File: src/rtl/rio_consts.svh
// Constants of the remote I/O maintenance and status block.
// Assumes inclusion by bare name from every file that needs a figure.
`ifndef RIO_CONSTS_SVH
`define RIO_CONSTS_SVH

// Register bus
`define RIO_ADDR_W 8
`define RIO_DATA_W 32
`define RIO_OFF_CTRL 8'h00
`define RIO_OFF_STATUS 8'h04
`define RIO_OFF_IRQ_STAT 8'h08
`define RIO_OFF_IRQ_MASK 8'h0C
`define RIO_OFF_MAINT_SEL 8'h10
`define RIO_OFF_MAINT_DATA 8'h14
`define RIO_CTRL_EN_BIT 0
`define RIO_CTRL_RESET 1'h0
`define RIO_IRQ_MASK_RESET 4'h0

// Event bits of the interrupt status
`define RIO_EV_W 4
`define RIO_EV_CTRL_CLR 0
`define RIO_EV_ROBOT_CLR 1
`define RIO_EV_RESERVED 2
`define RIO_EV_ERROR 3

// Default output bit positions
`define RIO_OUT_W 6
`define RIO_BIT_READY 0
`define RIO_BIT_RUNNING 1
`define RIO_BIT_PAUSED 2
`define RIO_BIT_ERROR 3
`define RIO_BIT_SAFEGUARD 5

// Part codes
`define RIO_SEL_W 4
`define RIO_CODE_BATTERY 4'h1
`define RIO_ROBOT_FIRST 4'h1
`define RIO_ROBOT_LAST 4'h6

// Maintenance store
`define RIO_MEM_AW 5
`define RIO_MEM_DW 16
`define RIO_MEM_ZERO 16'h0000

`endif

File: src/rtl/rio_pkg.sv
// Types of the remote I/O maintenance and status block.
// Assumes rio_consts.svh is on the include path.
`include "rio_consts.svh"

package rio_pkg;

  typedef logic [`RIO_SEL_W-1:0] rio_part_t;
  typedef logic [`RIO_MEM_AW-1:0] rio_addr_t;
  typedef logic [`RIO_MEM_DW-1:0] rio_word_t;

  typedef enum logic [`RIO_SEL_W-1:0] {
    RIO_RB_BATTERY = 4'h1,
    RIO_RB_BELT = 4'h2,
    RIO_RB_GREASE = 4'h3,
    RIO_RB_MOTOR = 4'h4,
    RIO_RB_GEAR = 4'h5,
    RIO_RB_SPLINE = 4'h6
  } rio_robot_part_t;

endpackage : rio_pkg

File: src/rtl/rio_mem_if.sv
// Port bundle between the top and the maintenance store.
// Assumes one clock shared by both ends.
`timescale 1ns/1ps

interface rio_mem_if;
  import rio_pkg::*;
  logic we;
  rio_addr_t waddr;
  rio_word_t wdata;
  rio_addr_t raddr;
  rio_word_t rdata;
  modport master (output we, output waddr, output wdata, output raddr, input rdata);
  modport store (input we, input waddr, input wdata, input raddr, output rdata);
endinterface : rio_mem_if

File: src/rtl/rio_edge_sync.sv
// Two-flop synchroniser for a trigger pin and its select lines, plus
// an off-to-on detector on the synchronised trigger.
// Assumes the pins are asynchronous to clk_sys_in.
`timescale 1ns/1ps

module rio_edge_sync
  import rio_pkg::*;
(
  input wire logic clk_sys_in,
  input wire logic rst_in,
  input wire logic trig_in,
  input wire rio_part_t sel_in,
  output logic rise_out,
  output rio_part_t sel_out
);

  logic trig_meta;
  logic trig_sync;
  logic trig_prev;
  rio_part_t sel_meta;

  always_ff @(posedge clk_sys_in) begin
    if (rst_in) begin
      trig_meta <= 1'b0;
      trig_sync <= 1'b0;
      trig_prev <= 1'b0;
      sel_meta <= '0;
      sel_out <= '0;
    end else begin
      trig_meta <= trig_in;
      trig_sync <= trig_meta;
      trig_prev <= trig_sync;
      sel_meta <= sel_in;
      sel_out <= sel_meta;
    end
  end

  assign rise_out = trig_sync & ~trig_prev;

endmodule : rio_edge_sync

File: src/rtl/rio_maint_mem.sv
// Maintenance information store, one word per part, registered read.
// Assumes one clock; the store takes no reset and keeps its words through rst_in.
`timescale 1ns/1ps
`include "rio_consts.svh"

module rio_maint_mem
  import rio_pkg::*;
(
  input wire logic clk_sys_in,
  rio_mem_if.store mem
);

  rio_word_t store [0:(1<<`RIO_MEM_AW)-1];

  always_ff @(posedge clk_sys_in) begin
    if (mem.we) begin
      store[mem.waddr] <= mem.wdata;
    end
  end

  always_ff @(posedge clk_sys_in) begin
    mem.rdata <= store[mem.raddr];
  end

endmodule : rio_maint_mem

File: src/rtl/rio_top.sv
// Remote I/O maintenance clear and status output block.
// Assumes status inputs come from logic on clk_sys_in; trigger and
// select pins come from an external host and are synchronised here.
//
// How it works
// - Controller clear trigger erases selected controller part
// - Controller select weights 1,2,4,8; 1 is battery
// - Clear ignores active errors and warnings
// - Robot clear trigger erases selected robot part
// - Robot select weights 1,2,4,8; codes 1 to 6
// - Status outputs always driven, no program needed
// - Ready when started up and no task runs
// - Running while task runs, off when paused
// - Paused when any paused task exists
// - Error holds until reset input recovers
// - Emergency stop output only in stop state
// - Safeguard output on while safeguard open
// - Remote accept output while remote commands accepted
`timescale 1ns/1ps
`include "rio_consts.svh"

module rio_top
  import rio_pkg::*;
(
  input wire logic clk_sys_in,
  input wire logic rst_in,
  input wire logic [`RIO_ADDR_W-1:0] addr_in,
  input wire logic [`RIO_DATA_W-1:0] wr_data_in,
  input wire logic wr_in,
  input wire logic rd_in,
  output logic [`RIO_DATA_W-1:0] rd_data_out,
  output logic irq_out,
  input wire logic controller_part_clear_trigger_in,
  input wire logic [`RIO_SEL_W-1:0] controller_part_select_bit_in,
  input wire logic robot_part_clear_trigger_in,
  input wire logic [`RIO_SEL_W-1:0] robot_part_select_bit_in,
  input wire logic startup_done_in,
  input wire logic task_running_in,
  input wire logic task_paused_in,
  input wire logic error_event_in,
  input wire logic error_reset_in,
  input wire logic estop_state_in,
  input wire logic power_on_in,
  input wire logic safeguard_is_open_in,
  input wire logic auto_mode_in,
  output logic [`RIO_OUT_W-1:0] status_bits_out,
  output logic emergency_stop_active_output_out,
  output logic remote_accept_output_out
);

  ////////////////////////////////////////////////////////////////////////
  // Decode helpers

  function automatic logic ctrl_valid(input rio_part_t code);
    ctrl_valid = (code == `RIO_CODE_BATTERY);
  endfunction : ctrl_valid

  function automatic logic robot_valid(input rio_part_t code);
    robot_valid = (code >= `RIO_ROBOT_FIRST) && (code <= `RIO_ROBOT_LAST);
  endfunction : robot_valid

  function automatic rio_addr_t part_addr(input logic robot, input rio_part_t code);
    part_addr = {robot, code};
  endfunction : part_addr

  ////////////////////////////////////////////////////////////////////////
  // Registers and state

  logic ctrl_enable;
  logic [`RIO_EV_W-1:0] irq_stat;
  logic [`RIO_EV_W-1:0] irq_mask;
  rio_addr_t maint_sel;
  logic error_flag;
  logic error_prev;
  logic ctrl_rise;
  logic robot_rise;
  rio_part_t ctrl_sel;
  rio_part_t robot_sel;
  logic accept;
  logic ctrl_go;
  logic robot_go;
  logic reserved_hit;
  logic sw_wr_data;
  logic [`RIO_EV_W-1:0] next_irq_stat;
  logic [`RIO_EV_W-1:0] events;

  rio_mem_if mem_bus ();

  ////////////////////////////////////////////////////////////////////////
  // Remote input capture and maintenance store

  rio_edge_sync u_ctrl_sync (
    .clk_sys_in(clk_sys_in),
    .rst_in(rst_in),
    .trig_in(controller_part_clear_trigger_in),
    .sel_in(controller_part_select_bit_in),
    .rise_out(ctrl_rise),
    .sel_out(ctrl_sel)
  );

  rio_edge_sync u_robot_sync (
    .clk_sys_in(clk_sys_in),
    .rst_in(rst_in),
    .trig_in(robot_part_clear_trigger_in),
    .sel_in(robot_part_select_bit_in),
    .rise_out(robot_rise),
    .sel_out(robot_sel)
  );

  rio_maint_mem u_mem (
    .clk_sys_in(clk_sys_in),
    .mem(mem_bus.store)
  );

  ////////////////////////////////////////////////////////////////////////
  // Clear command decode

  assign accept = auto_mode_in & ctrl_enable;
  // Error state deliberately not consulted here
  assign ctrl_go = ctrl_rise & remote_accept_output_out & ctrl_valid(ctrl_sel);
  assign robot_go = robot_rise & remote_accept_output_out & robot_valid(robot_sel);
  assign reserved_hit = remote_accept_output_out & ((ctrl_rise & ~ctrl_valid(ctrl_sel)) |
                                  (robot_rise & ~robot_valid(robot_sel)));
  assign sw_wr_data = wr_in & (addr_in == `RIO_OFF_MAINT_DATA);

  // Remote clears win over a software write; controller over robot
  always_comb begin
    mem_bus.we = ctrl_go | robot_go | sw_wr_data;
    mem_bus.wdata = `RIO_MEM_ZERO;
    mem_bus.waddr = maint_sel;
    if (ctrl_go) begin
      mem_bus.waddr = part_addr(1'b0, ctrl_sel);
    end else if (robot_go) begin
      mem_bus.waddr = part_addr(1'b1, robot_sel);
    end else begin
      mem_bus.wdata = wr_data_in[`RIO_MEM_DW-1:0];
    end
  end

  assign mem_bus.raddr = maint_sel;

  ////////////////////////////////////////////////////////////////////////
  // Status outputs

  always_ff @(posedge clk_sys_in) begin
    if (rst_in) begin
      error_flag <= 1'b0;
    end else if (error_event_in) begin
      error_flag <= 1'b1;
    end else if (error_reset_in) begin
      error_flag <= 1'b0;
    end
  end

  always_ff @(posedge clk_sys_in) begin
    if (rst_in) begin
      status_bits_out <= '0;
      emergency_stop_active_output_out <= 1'b0;
      remote_accept_output_out <= 1'b0;
    end else begin
      status_bits_out <= '0;
      status_bits_out[`RIO_BIT_READY] <= startup_done_in & ~task_running_in;
      status_bits_out[`RIO_BIT_RUNNING] <= task_running_in & ~task_paused_in;
      status_bits_out[`RIO_BIT_PAUSED] <= task_paused_in;
      status_bits_out[`RIO_BIT_ERROR] <= error_flag;
      status_bits_out[`RIO_BIT_SAFEGUARD] <= safeguard_is_open_in;
      emergency_stop_active_output_out <= estop_state_in & power_on_in;
      remote_accept_output_out <= accept;
    end
  end

  ////////////////////////////////////////////////////////////////////////
  // Interrupt events

  always_ff @(posedge clk_sys_in) begin
    if (rst_in) begin
      error_prev <= 1'b0;
    end else begin
      error_prev <= error_flag;
    end
  end

  always_comb begin
    events = '0;
    events[`RIO_EV_CTRL_CLR] = ctrl_go;
    events[`RIO_EV_ROBOT_CLR] = robot_go;
    events[`RIO_EV_RESERVED] = reserved_hit;
    events[`RIO_EV_ERROR] = error_flag & ~error_prev;
    next_irq_stat = irq_stat;
    if (wr_in && addr_in == `RIO_OFF_IRQ_STAT) begin
      next_irq_stat = irq_stat & ~wr_data_in[`RIO_EV_W-1:0];
    end
    next_irq_stat = next_irq_stat | events;
  end

  always_ff @(posedge clk_sys_in) begin
    if (rst_in) begin
      irq_stat <= '0;
    end else begin
      irq_stat <= next_irq_stat;
    end
  end

  assign irq_out = |(irq_stat & irq_mask);

  ////////////////////////////////////////////////////////////////////////
  // Register bus

  always_ff @(posedge clk_sys_in) begin
    if (rst_in) begin
      ctrl_enable <= `RIO_CTRL_RESET;
      irq_mask <= `RIO_IRQ_MASK_RESET;
      maint_sel <= '0;
    end else if (wr_in) begin
      case (addr_in)
        `RIO_OFF_CTRL: ctrl_enable <= wr_data_in[`RIO_CTRL_EN_BIT];
        `RIO_OFF_IRQ_MASK: irq_mask <= wr_data_in[`RIO_EV_W-1:0];
        `RIO_OFF_MAINT_SEL: maint_sel <= wr_data_in[`RIO_MEM_AW-1:0];
        default: ;
      endcase
    end
  end

  always_ff @(posedge clk_sys_in) begin
    if (rst_in) begin
      rd_data_out <= '0;
    end else begin
      rd_data_out <= '0;
      if (rd_in) begin
        case (addr_in)
          `RIO_OFF_CTRL: rd_data_out <= {{(`RIO_DATA_W-1){1'b0}}, ctrl_enable};
          `RIO_OFF_STATUS: rd_data_out <= {{(`RIO_DATA_W-`RIO_OUT_W-2){1'b0}},
                                           remote_accept_output_out,
                                           emergency_stop_active_output_out,
                                           status_bits_out};
          `RIO_OFF_IRQ_STAT: rd_data_out <= {{(`RIO_DATA_W-`RIO_EV_W){1'b0}}, irq_stat};
          `RIO_OFF_IRQ_MASK: rd_data_out <= {{(`RIO_DATA_W-`RIO_EV_W){1'b0}}, irq_mask};
          `RIO_OFF_MAINT_SEL: rd_data_out <= {{(`RIO_DATA_W-`RIO_MEM_AW){1'b0}}, maint_sel};
          `RIO_OFF_MAINT_DATA: rd_data_out <= {{(`RIO_DATA_W-`RIO_MEM_DW){1'b0}}, mem_bus.rdata};
          default: rd_data_out <= '0;
        endcase
      end
    end
  end

  ////////////////////////////////////////////////////////////////////////
  // Checks

  property p_ctrl_clear;
    @(posedge clk_sys_in) disable iff (rst_in)
    ctrl_go |-> mem_bus.we && mem_bus.waddr == {1'b0, `RIO_CODE_BATTERY} && mem_bus.wdata == '0;
  endproperty
  a_ctrl_clear: assert property (p_ctrl_clear) else $error("controller clear missed");

  property p_ctrl_code;
    @(posedge clk_sys_in) disable iff (rst_in)
    (ctrl_rise && ctrl_sel != `RIO_CODE_BATTERY) |-> !ctrl_go;
  endproperty
  a_ctrl_code: assert property (p_ctrl_code) else $error("reserved controller code acted on");

  property p_clear_in_error;
    @(posedge clk_sys_in) disable iff (rst_in)
    (robot_rise && remote_accept_output_out && robot_valid(robot_sel) && error_flag && !ctrl_go) |->
      mem_bus.we && mem_bus.waddr == {1'b1, robot_sel};
  endproperty
  a_clear_in_error: assert property (p_clear_in_error) else $error("clear blocked by error");

  property p_robot_clear;
    @(posedge clk_sys_in) disable iff (rst_in)
    robot_go && !ctrl_go |-> ##1 irq_stat[`RIO_EV_ROBOT_CLR];
  endproperty
  a_robot_clear: assert property (p_robot_clear) else $error("robot clear not flagged");

  property p_robot_code;
    @(posedge clk_sys_in) disable iff (rst_in)
    robot_go |-> robot_sel >= `RIO_ROBOT_FIRST && robot_sel <= `RIO_ROBOT_LAST;
  endproperty
  a_robot_code: assert property (p_robot_code) else $error("robot code out of range");

  property p_run_pause;
    @(posedge clk_sys_in) disable iff (rst_in)
    task_paused_in && !rst_in |=> !status_bits_out[`RIO_BIT_RUNNING] && status_bits_out[`RIO_BIT_PAUSED];
  endproperty
  a_run_pause: assert property (p_run_pause) else $error("running on while paused");

  property p_ready;
    @(posedge clk_sys_in) disable iff (rst_in)
    ##1 ($past(rst_in) ||
         status_bits_out[`RIO_BIT_READY] == ($past(startup_done_in) && !$past(task_running_in)));
  endproperty
  a_ready: assert property (p_ready) else $error("ready output wrong");

  property p_error_hold;
    @(posedge clk_sys_in) disable iff (rst_in)
    (error_flag && !error_reset_in) |=> error_flag ##1 status_bits_out[`RIO_BIT_ERROR];
  endproperty
  a_error_hold: assert property (p_error_hold) else $error("error dropped without reset");

  property p_estop;
    @(posedge clk_sys_in) disable iff (rst_in)
    !power_on_in |=> !emergency_stop_active_output_out;
  endproperty
  a_estop: assert property (p_estop) else $error("stop output on while powered down");

  property p_safeguard;
    @(posedge clk_sys_in) disable iff (rst_in)
    $rose(safeguard_is_open_in) && !rst_in |=> status_bits_out[`RIO_BIT_SAFEGUARD];
  endproperty
  a_safeguard: assert property (p_safeguard) else $error("safeguard output late");

  property p_accept_gate;
    @(posedge clk_sys_in) disable iff (rst_in)
    !remote_accept_output_out |-> !ctrl_go && !robot_go && !reserved_hit;
  endproperty
  a_accept_gate: assert property (p_accept_gate) else $error("trigger taken without accept");

  property p_once;
    @(posedge clk_sys_in) disable iff (rst_in)
    ctrl_go |=> !ctrl_go;
  endproperty
  a_once: assert property (p_once) else $error("controller clear repeated");

endmodule : rio_top

File: config.mk
export PLATFORM = sky130hd
export DESIGN_NAME = rio_top
export DESIGN_NICKNAME = d
export VERILOG_FILES = /design/src/rtl/rio_pkg.sv /design/src/rtl/rio_mem_if.sv /design/src/rtl/rio_edge_sync.sv /design/src/rtl/rio_maint_mem.sv /design/src/rtl/rio_top.sv
export VERILOG_INCLUDE_DIRS = /design/src /design/src/rtl
export SDC_FILE = /design/constraint.sdc
export NUM_CORES = 1
export LEC_CHECK = 0
export ABC_AREA = 1
export ABC_CLOCK_PERIOD_IN_PS = 4300
export BUFFER_PORTS_ARGS = -buffer_cell sky130_fd_sc_hd__clkbuf_2
export CORE_MARGIN = 4
export CORE_UTILIZATION = 25
export CTS_CLUSTER_SIZE = 16
export DETAILED_ROUTE_END_ITERATION = 16
export PLACE_DENSITY = 0.43
export SLEW_MARGIN = 20
export SYNTH_ARGS = -nofsm -noshare
export SYNTH_HDL_FRONTEND = slang
export SYNTH_SLANG_ARGS = --single-unit
File: constraint.sdc
create_clock -name clk_sys_in -period 4.3 [get_ports clk_sys_in]
set_input_delay 0.215 -clock clk_sys_in [delete_from_list [all_inputs] [get_ports clk_sys_in]]
set_output_delay 0.215 -clock clk_sys_in [all_outputs]
set_load 0.005 [all_outputs]
Word-level counts from Yosys, hierarchy flattened
Memory sizes are Yosys's and may differ from the RTL's. A register that Yosys moved wholly into a read port is not among the register bits.
Cells that the tools add are included.

word-level totals
  register bits after elaboration = 78
  latch bits = 0
  bits in writable memories = 512
  ROM bits = 0
  input bits = 63
  memories = 1

cells by class
  add/subtract/negate cells = 0
  multipliers = 0
  divide/modulo/power cells = 0
  $lt $le $gt $ge = 2
  equality and inequality tests = 6
  shift operators = 0
  muxes and demuxes = 10
  bitwise operators = 30
  reductions and logical operators = 9

memories
  name         depth  bits a word  read ports  clocked after memory_dff  write ports  RTL line             RTL
  u_mem.store  32     16           1           1                         1            rio_maint_mem.sv:13  rio_word_t store [0:(1<<`RIO_MEM_AW)-1];

operator list
  cell                                                                    number
  16-bit one-hot mux with 6 select lines                                  1
  16-bit 2-to-1 mux                                                       2
  8-bit by 4-bit == test with 1-bit output (second input constant)        2
  8-bit by 5-bit == test with 1-bit output (second input constant)        2
  1-bit bitwise AND                                                       15
  5-bit 2-to-1 mux                                                        2
  4-bit bitwise AND                                                       2
  8-bit by 3-bit == test with 1-bit output (second input constant)        1
  8-bit logical NOT                                                       1
  1-bit inverter                                                          8
  2-bit AND reduction                                                     3
  4-bit by 1-bit == test with 1-bit output (second input constant)        1
  4-bit by 1-bit >= comparator with 1-bit output (second input constant)  1
  4-bit by 3-bit <= comparator with 1-bit output (second input constant)  1
  1-bit 2-to-1 mux                                                        4
  4-bit 2-to-1 mux                                                        1
  4-bit inverter                                                          1
  4-bit OR                                                                1
  4-bit OR reduction                                                      1
  1-bit OR                                                                3
  1-bit logical AND                                                       2
  2-bit nonzero test                                                      1
  2-bit OR reduction                                                      1

Longest topological paths before layout
Gate-level depths: netlist of the first run.

  depth after elaboration = 8
  depth in mapped cells = 12
  mapped depth without buffers = 9

Hierarchy
Synthesis of the first run repeated with hierarchy kept, for this count alone.

unflattened totals
  cell total of the unflattened synthesis = 2182
  area, all modules = 23959.2 sq um

modules (own cells, without submodules)
  module         instances  cells each  area each (sq um)  sequential area each (sq um)
  rio_maint_mem  1          1794        21301.7            15695.1
  rio_top        1          318         2021.9             760.7
  rio_edge_sync  2          35          317.8              220.2

Worst setup path after synthesis of the first run
OpenSTA, ideal clock, no wires.

  path type = flip-flop to flip-flop
  from = reg remote_accept_output_out
  to = mem u_mem.store[0][0] (netlist bit), enable pin
  setup time = 0.388 ns
  arrival = 1.910 ns
  data required time = 3.912 ns
  setup slack = 2.001 ns
  stages on the path, launching flop included = 9
  buffers on the path = 0
  period minus slack after synthesis = 2.299 ns
  path through = dfxtp_1 > inv_2 > nor2_8 > nand3_4 > nand2_2 > nand3_4 > clkinv_4 > nand3_4 > nor2_1

on the way
  word-level cells in the longest chain between the ends = 6

ends and longest elaborated chain
  what                                                      RTL line                        RTL
  from (decl)                                               rio_top.sv:48                   output logic remote_accept_output_out
  from (signal assigned)                                    rio_top.sv:168                  remote_accept_output_out <= accept;
  1-bit bitwise AND, on equally long branches (2 in a row)  rio_top.sv:120, rio_top.sv:121
  1-bit OR (2 in a row)                                     rio_top.sv:128                  mem_bus.we = ctrl_go | robot_go | sw_wr_data;
  1-bit 2-to-1 mux                                          rio_maint_mem.sv:16             if (mem.we) begin
  1-bit 2-to-1 mux (not written as such)                    rio_maint_mem.sv:17             store[mem.waddr] <= mem.wdata;
  to (decl)                                                 rio_maint_mem.sv:13

Parallel ways exist; a longest one is shown, timed or not.

Worst setup path after layout of the first run
  from = reg u_ctrl_sync.sel_out[0]
  to = mem u_mem.store[16][8] (netlist bit), enable pin

on the way
  word-level cells in the longest chain between the ends = 6

ends and longest elaborated chain
  what                                                       RTL line             RTL
  from (decl)                                                rio_edge_sync.sv:14  output rio_part_t sel_out
  from (signal assigned)                                     rio_edge_sync.sv:34  sel_out <= sel_meta;
  4-bit by 1-bit == test with 1-bit output (no source line)  -
  1-bit bitwise AND                                          rio_top.sv:120       assign ctrl_go = ctrl_rise & remote_accept_output_out & ctrl_valid(ctrl_sel);
  1-bit OR (2 in a row)                                      rio_top.sv:128
  1-bit 2-to-1 mux                                           rio_maint_mem.sv:16
  1-bit 2-to-1 mux (not written as such)                     rio_maint_mem.sv:17

Parallel ways exist; a longest one is shown, timed or not.

==> results of run 1 <==
-- through the flow --
step,hold slack [ns],setup slack (ns)
6_report,0.04033,1.503
5_1_grt,0.03924,1.349
4_1_cts,0.01485,1.468
3_5_place_dp,0.3971,1.475
3_3_place_gp,0.4010,1.461
2_1_floorplan,0.2870,2.001
-- synthesized netlist by cell type --
cell type,count
nand4_1,8
inv_1,62
a211oi_1,4
buf_4,23
nand3_2,6
buf_2,68
nand3_1,402
edfxtp_1,512
nor3_1,3
a21oi_1,48
clkbuf_4,1
conb_1,1
clkinv_4,1
clkinv_1,2
inv_2,2
nor2_1,102
o22ai_1,1
a32oi_1,1
nor3_4,1
o21ai_1,16
dfxtp_1,76
nand4_4,1
o21ai_0,11
clkbuf_1,20
nor2_8,2
nor2_2,2
nand2_1,692
nor2_4,1
nand2_2,5
buf_1,23
nor3_2,1
nand2_4,3
nand3_4,5
-- layer usage --
| metal | up-vias | track usage (%) |
|---|---|---|
| li1 | 7445 | - |
| met1 | 7669 | 17.77 |
| met2 | 423 | 22.87 |
| met3 | 93 | 1.875 |
| met4 | 0 | 4.445 |
| met5 | - | 0 |
-- cell families after synthesis --
| kind of cell | Yosys count | synth area share (%) |
|---|---|---|
| AND/OR/NAND/NOR | 1234 | 22.76 |
| flip-flops | 588 | 71.47 |
| buffers and inverters | 202 | 3.970 |
| AO/OA/AOI/OAI | 81 | 1.778 |
| other | 1 | 0.01586 |
-- worst paths after layout --
kind	end	slack (ns)
max	u_mem.store[16][8]$_DFFE_PP_	1.50
min	irq_mask[2]$_SDFFE_PP0P_	0.04
max reg2reg	u_mem.store[16][8]$_DFFE_PP_	1.50
min reg2reg	u_ctrl_sync.trig_sync$_SDFF_PP0_	0.41
-- timing repair --
| action | 4_1_cts | 5_1_grt |
|---|---|---|
| endpoints found under the hold margin | 21 | 0 |
| resized for setup | 0 | 0 |
| hold buffers | 23 | 0 |
-- worst max-delay path: stages (launching register included) --
cell and delay, ns:
dfxtp_1 0.31, inv_1 0.03, nor2_1 0.23, nand4_4 0.37, nand2_2 0.71, nor2_1 0.14, nor2_2 0.15, nand2_2 0.09
nor2_1 0.11, buf_4 0.31
-- registers in the layout, summed over array words and instances (netlist names), 5 cells and up --
name	count
u_mem.store	512
maint_sel	5
status_bits_out	5
u_mem.mem.rdata	16
rd_data_out	16
-- where the power goes --
group          switching [mW]  internal (mW)  leakage (nW)  total, mW
Combinational           0.164         0.0582          3.85      0.222
Sequential            0.00761           6.21          5.23       6.22
Clock                    2.15           2.91         0.937       5.07
-- area by class of cell --
type / count / area, sq um
well taps: 1254 / 1569
flip-flops and latches: 588 / 16910
repair buffers: 162 / 1161
clock inverters: 23 / 111.4
inverters: 67 / 271.5
fillers: 9630 / 65870
clock buffers: 92 / 1800
multi-input cells: 1332 / 5921
diodes: 1 / 2.502
==> metrics.txt, run 1 <==
outcome=finished, final reports clean; CP endpoint kind=flop; final core occ=29.64%; Via Count=15,630; most common cell after layout, fill and taps aside=nand2_1; CTS tree=done; Reg2Reg Depth=9; Relative slew margins=32.27%; Worst Max-Slew Pin Slew=1.015 ns; clock skew=~0.019 ns; initial antenna violation count=1; Clock transition at path regs=0.06 ns; Root Buffer Master=clkbuf_16; Fin Setup TNS=0 ns; highest routed metal layer=met4; cell count after synthesis=between 2,000 and 2,500; drt initial violations=1,114; WL/cell=roughly 19 microns; Core Area=93,610 sq um; die footprint=99,540 sq um; initial core utilization=between 20% and 30%; minimum clock period=2.797 ns; met2 wire length=32,460 microns; HPWL after DPL=37,520 microns; DIE HEIGHT=315.5 microns; Worst VDD drop=around 0.23 mV; unrepaired setup endpoints after global routing=no; htree depth=3; die width=315.5 microns; top cells by area, synth=edfxtp_1 (65%), nand2_1 (11%), nand3_1 (8.5%); Ys Warns=0; Tot GR Track Use=roughly 13%; clk_lat worst skew=0.58 ns; DRT met1 WL=30,100 microns; FF+latch count, synth=588; met3 wire length=roughly 3700 microns; Final nets=between 2,000 and 2,500; Post-Route WL=68,030 microns; Reg2Reg Launch Point=u_ctrl_sync.sel_out[0]$_SDFF_PP0_; share of Yosys cell area claimed by the top area cell type=65.04%; first drt pass iteration count=5; largest net degree at the start of global routing=116; kind of critical path=reg -> reg; Max Cap Violations=0; Final Power=11.50 mW; power density over the cells=414.7 nW/um^2; Finished Layout Cells=about 3,500; grt ovf=0; Tcrit/Tclk final=65.04%; Final Max Slew Viols=0; share of layout cells above drive strength 1=a little under an eighth; critical path required time=4.56 ns; std cell rows=112; syn_area_per_cell=11.23 sq um; cell area after layout=27,740 sq um; post-synthesis sequential area ratio=71.47%; leakage=~10 nW; Netlist Area Pre-Place=~24,000 sq um; cell taking the most area after synthesis=edfxtp_1; DRT antenna net count=0; IO Port Bufs=70; io pins=between 100 and 150; Final Setup Violations=0; CP arrival=3.05 ns; first-pass GRT wire length=99,370 microns; Startpoint Class=flop; Post-DP Area=25,600 sq um; DRC=0; Max Freq=357.5 MHz; Num CTS Buffers=66; gpl congestion=0.7398; Netlist cell types=33; most frequent cells in the layout=nand2_1 (692), edfxtp_1 (512), nand3_1 (402), nor2_1 (86), dfxtp_1 (73); Critical path origin=u_ctrl_sync.sel_out[0]$_SDFF_PP0_; worst-path maximum fanout=17; vias in the first global route=15,340; Final Hold Fails=0; Clock Path Buffers=3; Vias per Instance=4.442; Sink Count=588; placed instance count=3,380; Post-CTS Setup Inserts=0; Hold Crit Class=in -> reg; synth-to-layout area growth=17.35%; Hold Crit Start=wr_data_in[2]; Hold Crit Depth=3
Note: power is estimated with default switching activity, not from simulation.
==> run 2, diff against run 1 <==
Settings changed: ABC_AREA 1 to 0, ABC_CLOCK_PERIOD_IN_PS 4300 to 2350, PLACE_DENSITY 0.43 to 0.45.
Clock period 4.3 ns to 2.35 ns, I/O delays scaled along.
==> metrics.txt, run 2 <==
Clock transition at path regs=0.07 ns (about the same); post-synthesis sequential area ratio=75.81% (+4.3 points); Core Area=88,370 sq um (-5.6%); CTS tree=done; max FFs per register=512 (unchanged); CP endpoint kind=flop; cell count after synthesis=1,100 (-48%); std cell rows=109 (-2.7%); HPWL after DPL=37,730 microns (+0.57%); worst-path maximum fanout=8 (-9); largest net degree at the start of global routing=45 (-61%); DRC=0 (unchanged); Relative slew margins=61.72% (+29 points); Root Buffer Master=clkbuf_16; Netlist Area Pre-Place=22,290 sq um (-5.7%); dominant cell by count in the synthesized netlist=edfxtp_1; top cells by area, synth=edfxtp_1 (69%), mux4_2 (13%), dfxtp_1 (6.8%); Post-synth top cells=edfxtp_1 (512), mux4_2 (129), dfxtp_1 (76); drt initial violations=878 (-21%); Final Power=21.08 mW (+83%); Vias per Instance=4.461 (+0.43%); Startpoint Class=flop; Via Count=11,580 (-26%); register area=16,910 sq um (about the same); Finished Layout Cells=2,595 (-26%); syn_area_per_cell=20.26 sq um (+80%); Final Hold Fails=0 (unchanged); clk_lat worst skew=0.61 ns (+0.03 ns); placed instance count=2,432 (-28%); Reg2Reg Launch Point=u_robot_sync.sel_out[1]$_SDFF_PP0_; Post-synth EDFFs=512 (unchanged); gpl congestion=0.7857 (+6.2%); Top FF cell, synth=edfxtp_1; most common cell after layout, fill and taps aside=edfxtp_1; IO Port Bufs=70 (unchanged); Worst Max-Slew Pin Slew=0.5700 ns (-0.4448 ns); Tcrit/Tclk final=99.29% (+34 points); Final nets=1,446 (-37%); vias in the first global route=11,950 (-22%); Filler cells=8,470 (-12%); FF+latch count, synth=588 (unchanged); WL/cell=22.93 microns (+19%); clock skew=0.02191 ns (+0.002986 ns); Tot GR Track Use=12.56% (-0.91 points); Worst VDD drop=0.5633 mV (+150%); Critical path origin=u_robot_sync.sel_out[1]$_SDFF_PP0_; synth-to-layout area growth=28.89%; critical path required time=2.68 ns (-1.88 ns); Ys Warns=0 (unchanged); Final Setup Violations=0 (unchanged); Most flops, register=u_mem.store; multi-input gate area in the final layout=5433 sq um (-8.2%); leakage=9.223 nW (-7.9%); first-pass GRT wire length=85,920 microns (-14%); first drt pass iteration count=5 (unchanged); Num CTS Buffers=57 (-14%); initial antenna violation count=2 (+1); Max Freq=428.6 MHz (+20%); Max Cap Violations=0 (unchanged); grt ovf=0 (unchanged); initial core utilization=25.22% (-0.036 points); Final Max Slew Viols=0 (unchanged); htree depth=2 (-1); DIE HEIGHT=306.6 microns (-2.8%); io pins=104 (unchanged); Post-Route WL=59,500 microns (-13%); Sink Count=588 (unchanged); cell taking the most area after synthesis=edfxtp_1; Fin Setup TNS=0 ns (unchanged); die footprint=93,990 sq um (-5.6%); ANT cells=0 (-1); outcome=finished, final reports clean; Largest regs=u_mem.store (512), rd_data_out (16), u_mem.mem.rdata (16); DRT antenna net count=0 (unchanged); Netlist cell types=54 (+64%); Final Hold Slack=0.1083 ns (+0.06793 ns); share of Yosys cell area claimed by the top area cell type=68.99% (+4.0 points); FF-to-FF setup slack=0.02 ns (-1.49 ns); die width=306.6 microns (-2.8%); minimum clock period=2.333 ns (-0.4637 ns); kind of critical path=reg -> reg; Clock Path Buffers=3 (unchanged); Hold Crit Class=in -> reg; Async S/R FF share, synth=0% (unchanged); power density over the cells=733.8 nW/um^2 (+77%); share of layout cells above drive strength 1=37.34% (+25 points); Hold Crit Start=wr_data_in[15]; CP arrival=2.66 ns (-0.39 ns); most frequent cells in the layout=edfxtp_1 (512), mux4_2 (129), buf_4 (111), dfxtp_1 (70), clkbuf_2 (70); unrepaired setup endpoints after global routing=yes
run 2: cell types whose count changed after synthesis, sizes merged, moves of 17 or more:
| cell | delta |
|---|---|
| nand2 | -691 |
| nand3 | -409 |
| mux4 | +129 |
| nor2 | -82 |
| o22ai | +63 |
| inv | -62 |
| buf | -52 |
| a21oi | -44 |
| nor4 | +30 |
| nor2b | +27 |
| o21ai | -25 |
| nor3 | +21 |
| mux2i | +20 |
| and3 | +17 |
run 2: metrics by stage:
step	util [%]	worst slack, ns	cell area (sq um)
after floorplan	-	-0.1502	22800
after global placement	29.59	-0.03689	26150
after detailed placement	29.59	-0.1042	26150
after CTS	32.38	-0.001806	28610
after global routing	32.50	-0.03112	28730
final	32.50	0.01673	28730
run 2: worst max-delay path, stage by stage (launching register included):
cell       delay (ns)
dfxtp_4          0.35
and3_4           0.20
nor3_4           0.24
buf_4            0.15
mux2_4           0.32
buf_12           0.16
buf_12           0.15
nor3_4           0.17
buf_6            0.15
clkbuf_16        0.16
run 2: power by group:
part | total [mW] | internal (mW) | switching (mW)
Combinational | 0.478 | 0.182 | 0.296
Sequential | 11.4 | 11.4 | 0.0156
Clock | 9.23 | 5.41 | 3.82
Total | 21.1 | 16.9 | 4.13
run 2: logic make-up after synthesis:
kind of cell	after synthesis	share of synthesized area, %
flip-flops	588	75.81
AND/OR/NAND/NOR	182	5.092
multiplexers	154	14.19
AO/OA/AOI/OAI	90	2.740
buffers and inverters	85	2.150
other	1	0.01683
run 2: routing by layer:
layer,global-route usage [%],vias to the layer above,wire (microns)
met2,19.22,257,27390
met4,3.183,2,1211
met1,18.42,6123,28030
met5,0,-,17
li1,-,5112,-
met3,2.417,82,2849
run 2: worst paths after layout:
kind | cells past startpoint | end
worst max-delay path | 9 | u_mem.store[27][12]$_DFFE_PP_
worst min-delay path | 3 | u_mem.store[31][15]$_DFFE_PP_
worst max register to register | 9 | u_mem.store[27][12]$_DFFE_PP_
worst min register to register | 1 | rd_data_out[8]$_SDFF_PP0_
run 2: repair_timing:
item,4_1_cts,5_1_grt
cloned,1,1
buffers inserted,16,4
hold buffers,35,0
pin swaps,2,1
gates resized for setup,5,14
endpoints found under the setup margin,371,279
endpoints found under the hold margin,36,0
run 2: layout make-up:
| type | instances | area share [%] |
|---|---|---|
| multi-input combinational | 443 | 18.91 |
| inverter | 2 | 0.02613 |
| timing repair buffer | 291 | 10.51 |
| tap | 1165 | 5.074 |
| sequential | 588 | 58.87 |
| clock buffer | 82 | 5.754 |
| clock inverter | 24 | 0.8537 |
